## config.mk

```make
export PLATFORM = sky130hd
export DESIGN_NAME = mfp_top
export DESIGN_NICKNAME = d
export VERILOG_FILES = /design/src/include/mfp_pkg.sv /design/src/hdl/mfp_top.sv
export SDC_FILE = /design/constraint.sdc
export NUM_CORES = 1
export LEC_CHECK = 0
export BUFFER_PORTS_ARGS = -buffer_cell sky130_fd_sc_hd__buf_2
export CORE_AREA = 2 2 192 194
export DETAILED_ROUTE_END_ITERATION = 8
export DIE_AREA = 0 0 194 196
export GPL_TIMING_DRIVEN = 0
export PLACE_DENSITY = 0.87
export SYNTH_ARGS = -nofsm -noshare
export SYNTH_HDL_FRONTEND = slang
export SYNTH_SLANG_ARGS = --single-unit
export TNS_END_PERCENT = 1
```

## constraint.sdc

```tcl
create_clock -name clk_i -period 8.2 [get_ports clk_i]
set_clock_uncertainty 0.15 [all_clocks]
set_input_delay 1.64 -clock clk_i [delete_from_list [all_inputs] [get_ports clk_i]]
set_output_delay 1.64 -clock clk_i [all_outputs]
set_load 0.03 [all_outputs]
```

## src/include/mfp_pkg.sv

```systemverilog
/*
  Constants, register map, flag layout and carrier types for the motor fault protection block.
  Assumes a 250 MHz system clock and a classic Wishbone register slave with 32-bit data.
*/
package mfp_pkg;

  // Timing
  localparam int unsigned CLK_HZ = 250_000_000;
  localparam int unsigned NO_MOTOR_MS = 500;
  localparam int unsigned NO_MOTOR_CYC = (CLK_HZ / 1000) * NO_MOTOR_MS;
  localparam int unsigned RETRY_UNIT_CYC = CLK_HZ / 1000;
  localparam int unsigned PROBE_HZ0 = 10_000_000;
  localparam int unsigned PROBE_HZ1 = 1_000_000;
  localparam int unsigned PROBE_HZ2 = 100_000;
  localparam int unsigned PROBE_HZ3 = 10_000;
  localparam int unsigned PROBE_DIV0 = CLK_HZ / PROBE_HZ0;
  localparam int unsigned PROBE_DIV1 = CLK_HZ / PROBE_HZ1;
  localparam int unsigned PROBE_DIV2 = CLK_HZ / PROBE_HZ2;
  localparam int unsigned PROBE_DIV3 = CLK_HZ / PROBE_HZ3;

  // Register byte offsets
  localparam logic [7:0] OFS_CTRL = 8'h00;
  localparam logic [7:0] OFS_CFG = 8'h04;
  localparam logic [7:0] OFS_THR_LOCK = 8'h08;
  localparam logic [7:0] OFS_THR_MEAS = 8'h0c;
  localparam logic [7:0] OFS_THR_PROBE = 8'h10;
  localparam logic [7:0] OFS_STATUS = 8'h14;
  localparam logic [7:0] OFS_STATE = 8'h18;

  // Field positions and codes
  localparam int unsigned CTRL_CLR_BIT = 0;
  localparam logic [1:0] STARTUP_PROBE = 2'h2;
  localparam logic [3:0] MODE_REPORT = 4'h8;
  localparam logic [31:0] CFG_RESET = 32'h0000_0000;

  // Flag positions in the status register
  localparam int unsigned F_DRV = 0;
  localparam int unsigned F_OT = 1;
  localparam int unsigned F_OTS = 2;
  localparam int unsigned F_CTRL = 3;
  localparam int unsigned F_LOCK = 4;
  localparam int unsigned F_OSPD = 5;
  localparam int unsigned F_BEMF = 6;
  localparam int unsigned F_NOLD = 7;
  localparam int unsigned F_MPOS = 8;
  localparam int unsigned F_MBEMF = 9;
  localparam int unsigned F_RAMP = 10;
  localparam int unsigned F_DECAY = 11;
  localparam int unsigned F_RATE = 12;
  localparam int unsigned NFLAG = 13;

  typedef struct packed {
    logic cyc;
    logic stb;
    logic we;
    logic [7:0] adr;
    logic [3:0] sel;
    logic [31:0] dat;
  } mfp_wb_req_t;

  typedef struct packed {
    logic ack;
    logic [31:0] dat;
  } mfp_wb_rsp_t;

  // Measurements and algorithm strobes from the motor controller
  typedef struct packed {
    logic temp_over_limit;
    logic temp_below_hys;
    logic regulator_overheat;
    logic motor_running;
    logic [15:0] speed;
    logic [15:0] bemf_est;
    logic [15:0] bemf_exp;
    logic [2:0][11:0] phase_curr;
    logic [11:0] probe_curr;
    logic probe_pulse_cmd;
    logic probe_done;
    logic measure_rl_active;
    logic measure_bemf_valid;
    logic [15:0] measure_bemf;
  } mfp_sense_t;

  typedef struct packed {
    logic [2:0] hs_on;
    logic [2:0] ls_on;
    logic hiz;
    logic pump_en;
  } mfp_gate_t;

  typedef enum logic [2:0] {
    LCK_IDLE = 3'b001,
    LCK_LATCH = 3'b010,
    LOCK_RETRY_TIME = 3'b100
  } mfp_lock_st_t;

  typedef enum logic [4:0] {
    PRB_IDLE = 5'b00001,
    PRB_RAMP = 5'b00010,
    PRB_DECAY = 5'b00100,
    PRB_GAP = 5'b01000,
    PRB_RETRY = 5'b10000
  } mfp_probe_st_t;

endpackage

```

## src/hdl/mfp_top.sv

```systemverilog
/*
  Motor fault protection: thermal shutdown, motor lock response, lock detection,
  parameter measurement faults and position probe timing, with a Wishbone register slave.
  Assumes all inputs synchronous to clk_i and an external open-drain fault wire.
*/
`timescale 1ns/1ps
module mfp_top #(
  parameter int unsigned NO_MOTOR_CYC = mfp_pkg::NO_MOTOR_CYC,
  parameter int unsigned RETRY_UNIT_CYC = mfp_pkg::RETRY_UNIT_CYC,
  parameter int unsigned PROBE_DIV3 = mfp_pkg::PROBE_DIV3
) (
  // Clock and reset
  input wire logic clk_i,
  input wire logic rst_i,
  // Register bus
  input wire mfp_pkg::mfp_wb_req_t wb_req_i,
  output mfp_pkg::mfp_wb_rsp_t wb_rsp_o,
  // Controller side
  input wire mfp_pkg::mfp_sense_t sense_i,
  input wire mfp_pkg::mfp_gate_t gate_req_i,
  // Power stage
  output mfp_pkg::mfp_gate_t gate_o,
  output logic probe_rerun_o,
  output logic startup_retry_o,
  // Open-drain fault pin
  input wire logic fault_pin_i,
  output logic fault_pin_n_o,
  output logic fault_pin_oe_o
);
  import mfp_pkg::*;

  typedef struct packed {
    logic ack;
    logic [31:0] rdat;
    logic [31:0] cfg;
    logic [31:0] thr_lock;
    logic [31:0] thr_meas;
    logic [31:0] thr_probe;
    logic clr;
    logic [NFLAG-1:0] flags;
    logic tsd;
    mfp_lock_st_t lst;
    logic [1:0] lact;
    logic [15:0] lms;
    logic [31:0] unit_cnt;
    logic [31:0] nm_cnt;
    mfp_probe_st_t pst;
    logic [1:0] prate;
    logic [11:0] ptmr;
    logic [31:0] pdiv;
    logic pmeas;
    logic [15:0] pms;
    logic rerun;
    logic retry;
    mfp_gate_t gate;
    logic fault_n;
    logic pin_seen;
  } mfp_state_t;

  mfp_state_t st_q;
  mfp_state_t st_d;

  // Configuration fields
  logic [3:0] lock_response_mode;
  logic overspeed_detect_enable;
  logic bemf_check_enable;
  logic no_motor_detect_enable;
  logic [1:0] startup_method;
  logic position_probe_timeout_enable;
  logic position_probe_rate_fault_enable;
  logic [15:0] lock_retry_time;
  assign lock_response_mode = st_q.cfg[3:0];
  assign overspeed_detect_enable = st_q.cfg[4];
  assign bemf_check_enable = st_q.cfg[5];
  assign no_motor_detect_enable = st_q.cfg[6];
  assign startup_method = st_q.cfg[8:7];
  assign position_probe_timeout_enable = st_q.cfg[9];
  assign position_probe_rate_fault_enable = st_q.cfg[10];
  assign lock_retry_time = st_q.cfg[31:16];

  // Mode classes
  logic mode_latch;
  logic mode_auto;
  logic mode_off;
  assign mode_latch = lock_response_mode[3:2] == 2'h0;
  assign mode_auto = lock_response_mode[3:2] == 2'h1;
  assign mode_off = lock_response_mode[3] & lock_response_mode[0];

  // Per-phase absent-load comparison
  logic [2:0] phase_low;
  genvar p;
  generate
    for (p = 0; p < 3; p++)
    begin : g_phase
      assign phase_low[p] = sense_i.phase_curr[p] < st_q.thr_meas[11:0];
    end
  endgenerate

  // Lock causes
  logic [15:0] bemf_gap;
  logic [2:0] cause;
  logic lock_cond;
  assign bemf_gap = (sense_i.bemf_est > sense_i.bemf_exp) ? sense_i.bemf_est - sense_i.bemf_exp
                                                          : sense_i.bemf_exp - sense_i.bemf_est;
  assign cause[0] = overspeed_detect_enable & sense_i.motor_running
                    & (sense_i.speed > st_q.thr_lock[15:0]);
  assign cause[1] = bemf_check_enable & sense_i.motor_running
                    & (bemf_gap > st_q.thr_lock[31:16]);
  assign cause[2] = no_motor_detect_enable & (st_q.nm_cnt >= NO_MOTOR_CYC);
  assign lock_cond = |cause;

  // Probe clock divider for the current rate
  function automatic logic [31:0] probe_div(input logic [1:0] rate);
    case (rate)
      2'h0: probe_div = 32'(PROBE_DIV0);
      2'h1: probe_div = 32'(PROBE_DIV1);
      2'h2: probe_div = 32'(PROBE_DIV2);
      default: probe_div = 32'(PROBE_DIV3);
    endcase
  endfunction

  // Byte-lane write merge
  function automatic logic [31:0] merge(input logic [31:0] old, input logic [31:0] nw,
                                        input logic [3:0] sel);
    logic [31:0] r;
    r = old;
    for (int b = 0; b < 4; b++)
    begin
      if (sel[b])
      begin
        r[b*8 +: 8] = nw[b*8 +: 8];
      end
    end
    return r;
  endfunction

  logic req;
  logic wr;
  logic ms_tick;
  logic ptick;
  logic povf;
  assign req = wb_req_i.cyc & wb_req_i.stb;
  assign wr = req & wb_req_i.we & st_q.ack;
  assign ms_tick = st_q.unit_cnt == RETRY_UNIT_CYC - 1;
  assign ptick = st_q.pdiv == probe_div(st_q.prate) - 32'h1;
  assign povf = ptick & (st_q.ptmr == 12'hfff);

  // Next-state logic
  always_comb
  begin
    logic [NFLAG-1:0] set;
    logic [NFLAG-1:0] keep;
    logic [NFLAG-1:0] drop;
    logic lock_evt;
    logic pfault;
    set = '0;
    keep = '0;
    drop = '0;
    pfault = 1'b0;
    st_d = st_q;
    st_d.rerun = 1'b0;
    st_d.retry = 1'b0;
    st_d.pin_seen = fault_pin_i;
    // Bus slave, one wait state
    st_d.ack = req & ~st_q.ack;
    st_d.clr = 1'b0;
    case (wb_req_i.adr)
      OFS_CFG: st_d.rdat = st_q.cfg;
      OFS_THR_LOCK: st_d.rdat = st_q.thr_lock;
      OFS_THR_MEAS: st_d.rdat = st_q.thr_meas;
      OFS_THR_PROBE: st_d.rdat = st_q.thr_probe;
      OFS_STATUS: st_d.rdat = 32'(st_q.flags);
      OFS_STATE: st_d.rdat = {20'h0, st_q.pin_seen, st_q.prate, st_q.pst, st_q.lst, st_q.tsd};
      default: st_d.rdat = 32'h0;
    endcase
    if (wr)
    begin
      case (wb_req_i.adr)
        OFS_CTRL: st_d.clr = wb_req_i.sel[0] & wb_req_i.dat[CTRL_CLR_BIT];
        OFS_CFG: st_d.cfg = merge(st_q.cfg, wb_req_i.dat, wb_req_i.sel);
        OFS_THR_LOCK: st_d.thr_lock = merge(st_q.thr_lock, wb_req_i.dat, wb_req_i.sel);
        OFS_THR_MEAS: st_d.thr_meas = merge(st_q.thr_meas, wb_req_i.dat, wb_req_i.sel);
        OFS_THR_PROBE: st_d.thr_probe = merge(st_q.thr_probe, wb_req_i.dat, wb_req_i.sel);
        default: st_d.rdat = st_d.rdat;
      endcase
    end
    // Millisecond time base
    st_d.unit_cnt = ms_tick ? 32'h0 : st_q.unit_cnt + 32'h1;
    // Absent-load timer: any phase low, held continuously
    if (|phase_low)
    begin
      st_d.nm_cnt = (st_q.nm_cnt >= NO_MOTOR_CYC) ? st_q.nm_cnt : st_q.nm_cnt + 32'h1;
    end
    else
    begin
      st_d.nm_cnt = 32'h0;
    end
    // Thermal shutdown, no enable exists
    if (sense_i.temp_over_limit)
    begin
      st_d.tsd = 1'b1;
      set[F_DRV] = 1'b1;
      set[F_OT] = 1'b1;
      set[F_OTS] = 1'b1;
    end
    else if (sense_i.temp_below_hys)
    begin
      st_d.tsd = 1'b0;
    end
    keep[F_DRV] = st_q.tsd;
    keep[F_OT] = st_q.tsd;
    keep[F_OTS] = st_q.tsd;
    // Motor lock response
    lock_evt = lock_cond & ~mode_off & (st_q.lst == LCK_IDLE);
    if (lock_evt)
    begin
      set[F_CTRL] = 1'b1;
      set[F_LOCK] = 1'b1;
      set[F_NOLD:F_OSPD] = cause;
    end
    keep[F_CTRL] = lock_cond | (st_q.lst == LOCK_RETRY_TIME);
    keep[F_LOCK] = keep[F_CTRL];
    keep[F_NOLD:F_OSPD] = cause | {3{st_q.lst == LOCK_RETRY_TIME}};
    case (st_q.lst)
      LCK_IDLE:
      begin
        st_d.lms = 16'h0;
        st_d.lact = lock_response_mode[1:0];
        if (lock_evt & mode_latch)
        begin
          st_d.lst = LCK_LATCH;
        end
        else if (lock_evt & mode_auto)
        begin
          st_d.lst = LOCK_RETRY_TIME;
        end
      end
      LCK_LATCH:
      begin
        if (st_q.clr & ~lock_cond)
        begin
          st_d.lst = LCK_IDLE;
        end
      end
      LOCK_RETRY_TIME:
      begin
        if (st_q.lms >= lock_retry_time)
        begin
          st_d.lst = LCK_IDLE;
          drop[F_CTRL] = 1'b1;
          drop[F_LOCK] = 1'b1;
          drop[F_NOLD:F_OSPD] = 3'h7;
        end
        else if (ms_tick)
        begin
          st_d.lms = st_q.lms + 16'h1;
        end
      end
      default: st_d.lst = LCK_IDLE;
    endcase
    // Parameter measurement back-EMF check
    if (sense_i.measure_bemf_valid & (sense_i.measure_bemf < st_q.thr_meas[31:16]))
    begin
      set[F_MBEMF] = 1'b1;
    end
    // Position probe timing
    st_d.pdiv = ptick ? 32'h0 : st_q.pdiv + 32'h1;
    if (ptick)
    begin
      st_d.ptmr = st_q.ptmr + 12'h1;
    end
    case (st_q.pst)
      PRB_IDLE, PRB_GAP:
      begin
        st_d.pms = 16'h0;
        if (sense_i.probe_done)
        begin
          st_d.pst = PRB_IDLE;
        end
        else if (sense_i.probe_pulse_cmd
                 & ((startup_method == STARTUP_PROBE) | sense_i.measure_rl_active))
        begin
          st_d.pst = PRB_RAMP;
          st_d.pmeas = sense_i.measure_rl_active;
          st_d.prate = 2'h0;
          st_d.ptmr = 12'h0;
          st_d.pdiv = 32'h0;
        end
      end
      PRB_RAMP, PRB_DECAY:
      begin
        if ((st_q.pst == PRB_DECAY) & sense_i.probe_pulse_cmd & position_probe_rate_fault_enable)
        begin
          set[F_RATE] = 1'b1;
          pfault = 1'b1;
        end
        else if ((st_q.pst == PRB_RAMP) ? (sense_i.probe_curr >= st_q.thr_probe[11:0])
                                         : (sense_i.probe_curr == 12'h0))
        begin
          st_d.pst = (st_q.pst == PRB_RAMP) ? PRB_DECAY : PRB_GAP;
          st_d.prate = 2'h0;
          st_d.ptmr = 12'h0;
          st_d.pdiv = 32'h0;
        end
        else if (povf & (st_q.prate != 2'h3))
        begin
          st_d.prate = st_q.prate + 2'h1;
          st_d.ptmr = 12'h0;
          st_d.rerun = 1'b1;
        end
        else if (povf & st_q.pmeas)
        begin
          set[F_MPOS] = 1'b1;
          st_d.pst = PRB_IDLE;
        end
        else if (povf & position_probe_timeout_enable)
        begin
          set[F_RAMP] = st_q.pst == PRB_RAMP;
          set[F_DECAY] = st_q.pst == PRB_DECAY;
          pfault = 1'b1;
        end
        else if (povf)
        begin
          st_d.pst = PRB_GAP;
        end
        if (pfault)
        begin
          st_d.pst = PRB_RETRY;
        end
      end
      PRB_RETRY:
      begin
        if (st_q.pms >= lock_retry_time)
        begin
          st_d.pst = PRB_IDLE;
          st_d.retry = 1'b1;
        end
        else if (ms_tick)
        begin
          st_d.pms = st_q.pms + 16'h1;
        end
      end
      default: st_d.pst = PRB_IDLE;
    endcase
    // Flags: set wins, clear spares present conditions
    st_d.flags = set | (st_q.flags & ~(({NFLAG{st_q.clr}} & ~keep) | drop));
    // Bridge and fault pin from the next state
    st_d.gate = gate_req_i;
    st_d.gate.hiz = 1'b0;
    st_d.gate.pump_en = 1'b1;
    st_d.fault_n = 1'b1;
    if (st_d.tsd)
    begin
      st_d.gate = '0;
      st_d.fault_n = 1'b0;
      st_d.gate.hiz = 1'b1;
    end
    else if (st_d.lst != LCK_IDLE)
    begin
      st_d.fault_n = 1'b0;
      st_d.gate.hs_on = (st_d.lact == 2'h2) ? 3'h7 : 3'h0;
      st_d.gate.ls_on = (st_d.lact == 2'h3) ? 3'h7 : 3'h0;
      st_d.gate.hiz = ~st_d.lact[1];
    end
    else if (st_d.pst == PRB_RETRY)
    begin
      st_d.gate.hs_on = 3'h0;
      st_d.gate.ls_on = 3'h0;
      st_d.gate.hiz = 1'b1;
    end
  end

  // State register; regulator overheat acts as a full reset
  always_ff @(posedge clk_i)
  begin
    if (rst_i | sense_i.regulator_overheat)
    begin
      st_q <= '{lst: LCK_IDLE, pst: PRB_IDLE, fault_n: 1'b1, pin_seen: 1'b1, cfg: CFG_RESET,
               default: '0};
    end
    else
    begin
      st_q <= st_d;
    end
  end

  // Outputs
  assign wb_rsp_o.ack = st_q.ack;
  assign wb_rsp_o.dat = st_q.rdat;
  assign gate_o = st_q.gate;
  assign probe_rerun_o = st_q.rerun;
  assign startup_retry_o = st_q.retry;
  assign fault_pin_n_o = 1'b0;
  assign fault_pin_oe_o = ~st_q.fault_n;
endmodule // mfp_top

```

# After elaboration in Yosys (flattened, before gate mapping)
# Cells that the tools add are included.
# op_classes
n_bitwise	45
n_addsub	10
n_eq_ne	34
n_mux	69
n_lt_le_gt_ge	11
reduce_logical	37
multipliers	0
div	0
shifts	0
# ops
op	count
32-bit one-hot mux with 6 select lines	1
32-bit by 1-bit adder with 32-bit output, second input constant	3
46-bit one-hot mux with 2 select lines	1
16-bit two-way mux	5
32-bit two-way mux	2
16-bit one-hot mux with 2 select lines	2
3-bit AND reduction	19
52-bit two-way mux	1
51-bit two-way mux	1
5-bit two-way mux	10
16-bit greater-than comparator	3
47-bit two-way mux	1
15-bit one-hot mux with 3 select lines	1
12-bit < comparator	3
16-bit by 1-bit adder with 16-bit output, second input constant	2
32-bit by 18-bit equality test with 1-bit output, second input constant	1
32-bit equality test	1
16-bit greater-or-equal comparator	2
32-bit by 27-bit greater-or-equal comparator with 1-bit output, second input constant	1
16-bit subtractor	2
32-bit by 1-bit subtractor with 32-bit output, second input constant	1
13-bit bitwise AND	2
1-bit bitwise AND	24
8-bit by 5-bit equality test with 1-bit output, second input constant	3
other kinds (45)	114
# word_totals
latch_bits	0
mem_bits_ro	0
in_bits	178
output_inout_bits	45
wordCells	246
register_bits	341
mem_count	0
ramBits	0

# Longest topological paths before layout
# depth
word_depth	18
depth_mapped	22
ltp_nobuf	21

# Worst setup path before layout
# No wires, ideal clock.
# synth_timing
path_kind	input to register
startpoint	input port sense_i[76] in the netlist's numbering
endpoint	register st_q, in the netlist gate_o[1]
t_required_ns	7.910
path_slack_ns	1.843
arrival_ns	6.067
path_stages	19
path_buffers	3
setup_ns	0.140
cell_sequence	inv_1 ha_1 clkbuf_1 nand4_1 a211oi_1 nand2_1 a21oi_1 clkbuf_1 buf_2 mux2_2 ha_1 nor2b_1 o211ai_1 a21oi_1 o31ai_1 a31oi_1 o32a_1 a2111oi_4 a21boi_0
# synth_via
elab_chain_cells	14
word_cells_on_any_way	20
classes_between	add/sub: 2; order compare: 2; eq/ne: 1; mux: 7; bitwise: 7; reduce/logical: 1
# synth_lines
item	line	text
start: declaration	mfp_top.sv:19	input wire mfp_pkg::mfp_sense_t sense_i,
16-bit subtractor, or another cell as far along	mfp_top.sv:104	: sense_i.bemf_exp - sense_i.bemf_est;
16-bit two-way mux (*)	mfp_top.sv:103	assign bemf_gap = (sense_i.bemf_est > sense_i.bemf_exp) ? sense_i.bemf_est - sense_i.bemf_exp
16-bit greater-than comparator (*)	mfp_top.sv:108	& (bemf_gap > st_q.thr_lock[31:16]);
1-bit bitwise AND (*)	mfp_top.sv:108	
3-bit OR reduction (*)	mfp_top.sv:110	assign lock_cond = |cause;
1-bit bitwise AND (2 in a row)	mfp_top.sv:214	lock_evt = lock_cond & ~mode_off & (st_q.lst == LCK_IDLE);
1-bit bitwise AND	mfp_top.sv:233	else if (lock_evt & mode_auto)
3-bit two-way mux	mfp_top.sv:233	
3-bit two-way mux	mfp_top.sv:229	if (lock_evt & mode_latch)
3-bit one-hot mux with 3 select lines (*)	mfp_top.sv:224	case (st_q.lst)
3-bit by 1-bit != test with 1-bit output (*)	mfp_top.sv:358	else if (st_d.lst != LCK_IDLE)
7-bit two-way mux (*)	mfp_top.sv:358	
1-bit two-way mux (*)	mfp_top.sv:352	if (st_d.tsd)
end signal: assignment	mfp_top.sv:378	st_q <= '{lst: LCK_IDLE, pst: PRB_IDLE, fault_n: 1'b1, pin_seen: 1'b1, cfg: CFG_RESET,
end signal: assignment	mfp_top.sv:383	st_q <= st_d;
end: declaration	mfp_top.sv:60	mfp_state_t st_q;
# Every way passes the cells marked *; elsewhere a longest branch is shown, timed or not.
# A chain may end at the register's enable or synchronous reset.

# Worst setup path after layout
# layout_timing
startpoint	input port sense_i[79] in the netlist's numbering
endpoint	register st_q, in the netlist gate_o[1]
# The elaborated chain is that of the path after synthesis.

==> flow_summary.json <==
{
  "start_util_pct": 53.99,
  "yosysSeqAreaShare_pct": 35.04,
  "worst_path_most_repeated_cell": "a21oi_1",
  "criticalPathCategory": "in -> reg",
  "startpoint": "sense_i[79]",
  "cp.arrival_ns": 7.60,
  "p_leak_uw": 0.008483,
  "synthDistinctLibCells": 80,
  "cts.htree.levels": 2,
  "crit_fanout": 10,
  "rsz0062_at_grt": "no",
  "tightest_slew_ns": 1.100,
  "rows": 70,
  "place_inst": 2953,
  "fill_cells": 2900,
  "grt_usage_pct": 28.19,
  "grt_max_degree": 15,
  "syn_inst": 2266,
  "grt_pass1_wl_um": 88980,
  "vias": 18240,
  "period_minus_slack_ns": 7.432,
  "clk_latency_ns": 0.53,
  "area_delta_synth_final_pct": 15.38,
  "slew_violations": 0,
  "place_ws_ns": 0.3744,
  "drive_above_1_share_pct": 14.26,
  "antenna_found_initial": 7,
  "ys_ff_latch": 341,
  "gp_congestion": 0.9803,
  "yosysWarningCount": 0,
  "fin_nets": 2877,
  "seqCellArea_mm2": 0.006827,
  "final_cells": 3028,
  "multi_input_area_mm2": 0.01144,
  "startpoint_type": "input pin",
  "cp-endpoint": "gate_o[1]",
  "maxSlewHeadroom_pct": 26.37,
  "power_density_mw_per_mm2": 168.5,
  "end_kind": "flip-flop",
  "grt_overflow": 0,
  "portBuffers": 219,
  "reg2reg_depth": 11,
  "fin_crit_sh_pct": 90.64,
  "layout_setup_ws_ns": 0.7676,
  "post_cts_resized": 0,
  "syn_nets": 2619,
  "cts_setup_buffers": 0,
  "max_stage_delay_ns": 0.65,
  "worstPathCellList": "buf_2 > inv_1 > ha_1 > clkbuf_1 > nand4_1 > a211oi_1 > nand2_1 > a21oi_1 > clkbuf_1 > buf_2 > nor3b_1 > a21oi_1 > xor2_1 > ha_1 > a21o_1 > a21oi_1 > nor2b_1 > o31ai_1 > a31oi_1 > o32a_1 > a2111oi_4 > a21boi_0",
  "routedWlPerCell_um": 18.46,
  "synth_area_leader_cell": "dfxtp_1",
  "fin_setup_tns_ns": 0,
  "cpMaxStageDelayCell": "a2111oi_4",
  "async_reset_ff_share_pct": 0,
  "synthTopCellsByArea": "dfxtp_1, ha_1, mux2i_1, nor2_1, inv_1",
  "cts_tree": "built",
  "cts_buffer_depth": 3,
  "critPathRequiredTime_ns": 8.37,
  "syn_area_mm2": 0.01948,
  "holdWs_ns": 0.2884,
  "drt-vias-per-instance": 6.023,
  "cts_sinks": 341,
  "rr_endpoint": "gate_o[1]",
  "min_path_type": "reg -> reg",
  "firstDrtPassIters": 6,
  "ioPinCount": 223,
  "coreArea_mm2": 0.03608,
  "cts_made_buffers": 37,
  "r2r_start": "st_q[73]",
  "ff2ff_setup_slack_ns": 4.13,
  "postCtsHoldBufs": 0,
  "grt_pass1_vias": 18020,
  "outcome": "complete, no violations",
  "netlist.area_leader.share_pct": 35.04,
  "clk_pin_slew_worst_paths_ns": 0.06,
  "ys.flop_type": "dfxtp_1",
  "synth_edf_count": 0,
  "min-delay-start": "st_q[110]",
  "die_h_um": 196,
  "drt-total-wl_um": 55890,
  "max_cap_viol_count": 0,
  "drcViolationCount": 0,
  "chipWidth_um": 194,
  "avgSynthCellArea_um2": 8.598,
  "hpwl_um": 42580,
  "clock-root-buffer": "clkbuf_16",
  "total_power_uw": 3788,
  "postRouteAntennaNets": 0,
  "synth_common_cells": "dfxtp_1, nor2_1, ha_1, mux2i_1, inv_1",
  "peakVddDrop_mv": 0.1600,
  "timing.final.setup_violations": 0,
  "yosysMostFrequentCell": "dfxtp_1",
  "max_freq_mhz": 134.5,
  "finalHoldViolCount": 0,
  "die_area_mm2": 0.03802,
  "drt-initial-drc-count": 1625
}
critical path, delay by kind of cell:
family                     cells  cell delay (ns)
xor gates and xnor gates       1             0.18
AOI/OAI and AO/OA             10             3.52
and+or+nand+nor                4             0.45
adders and majority gates      2             0.53
buffers and inverters          5             1.27
report_power, final:
group,internal (uW),switching (uW)
clock,1050,715
combinational,145,211
sequential,1660,3.89
total,2860,929
layout make-up:
type | instances | share of cell area [%]
multi-input cells | 1644 | 50.90
inverters | 158 | 2.638
flip-flops and latches | 341 | 30.37
clock buffers | 46 | 4.725
plain buffers | 123 | 2.766
diodes | 8 | 0.08905
repair buffers | 219 | 4.876
clock inverters | 21 | 1.035
well taps | 468 | 2.605
per-layer routing:
| metal | up-vias | track usage [%] | wire, um |
|---|---|---|---|
| met4 | 2 | 16.19 | 3054 |
| met5 | - | 0 | 11 |
| met1 | 8582 | 34.22 | 22270 |
| met2 | 929 | 46.95 | 25780 |
| met3 | 222 | 5.295 | 4769 |
| li1 | 8504 | - | - |
through the flow:
step / instance area, um^2 / utilization [%]
after global placement: 21170 / 58.65
final: 22480 / 62.30
after global routing: 22470 / 62.28
after floorplan: 19480 / -
after detailed placement: 21170 / 58.65
after CTS: 22460 / 62.24
how the worst min path moves through the flow:
stage,endpoint,slack [ns],cells after the start
finish,st_q[110],0.29,2
global route,st_q[110],0.32,2
CTS,st_q[110],0.29,2
detailed placement,st_q[110],0.28,2
global placement,st_q[110],0.27,2
floorplan,st_q[110],0.26,2
cell families (layout without fill, tap and decap cells):
| group | after synthesis | in the layout | synth area share [%] |
|---|---|---|---|
| flops | 341 | 341 | 35.04 |
| other cells | 1 | 9 | 0.01925 |
| xor+xnor | 118 | 118 | 5.304 |
| mux | 170 | 170 | 8.753 |
| fa+ha+maj | 175 | 175 | 11.32 |
| compound gates | 412 | 412 | 14.22 |
| simple gates | 768 | 768 | 19.12 |
| buf+inv | 281 | 567 | 6.236 |
layout by cell type (no fill, tap or decap), types with 42 or more instances in the layout:
master,netlist,routed
dfxtp_1,341,341
nor2_1,301,301
buf_2,2,221
ha_1,173,173
mux2i_1,167,167
inv_1,158,158
nand2_1,137,137
a21oi_1,114,114
clkbuf_1,73,74
nand3_1,64,64
xnor2_1,63,63
xor2_1,55,55
o21ai_0,48,48
nand4_1,48,48
buf_4,42,42
flip-flops by register name (all words and copies together), names as in the netlist:
| signal | count |
|---|---|
| position_probe_timeout_enable | 1 |
| startup_retry_o | 1 |
| bemf_check_enable | 1 |
| wb_rsp_o | 33 |
| lock_retry_time | 16 |
| gate_o | 8 |
| no_motor_detect_enable | 1 |
| position_probe_rate_fault_enable | 1 |
| overspeed_detect_enable | 1 |
| st_q | 273 |
| lock_response_mode | 4 |
| probe_rerun_o | 1 |
(Power assumes the default switching activity.)
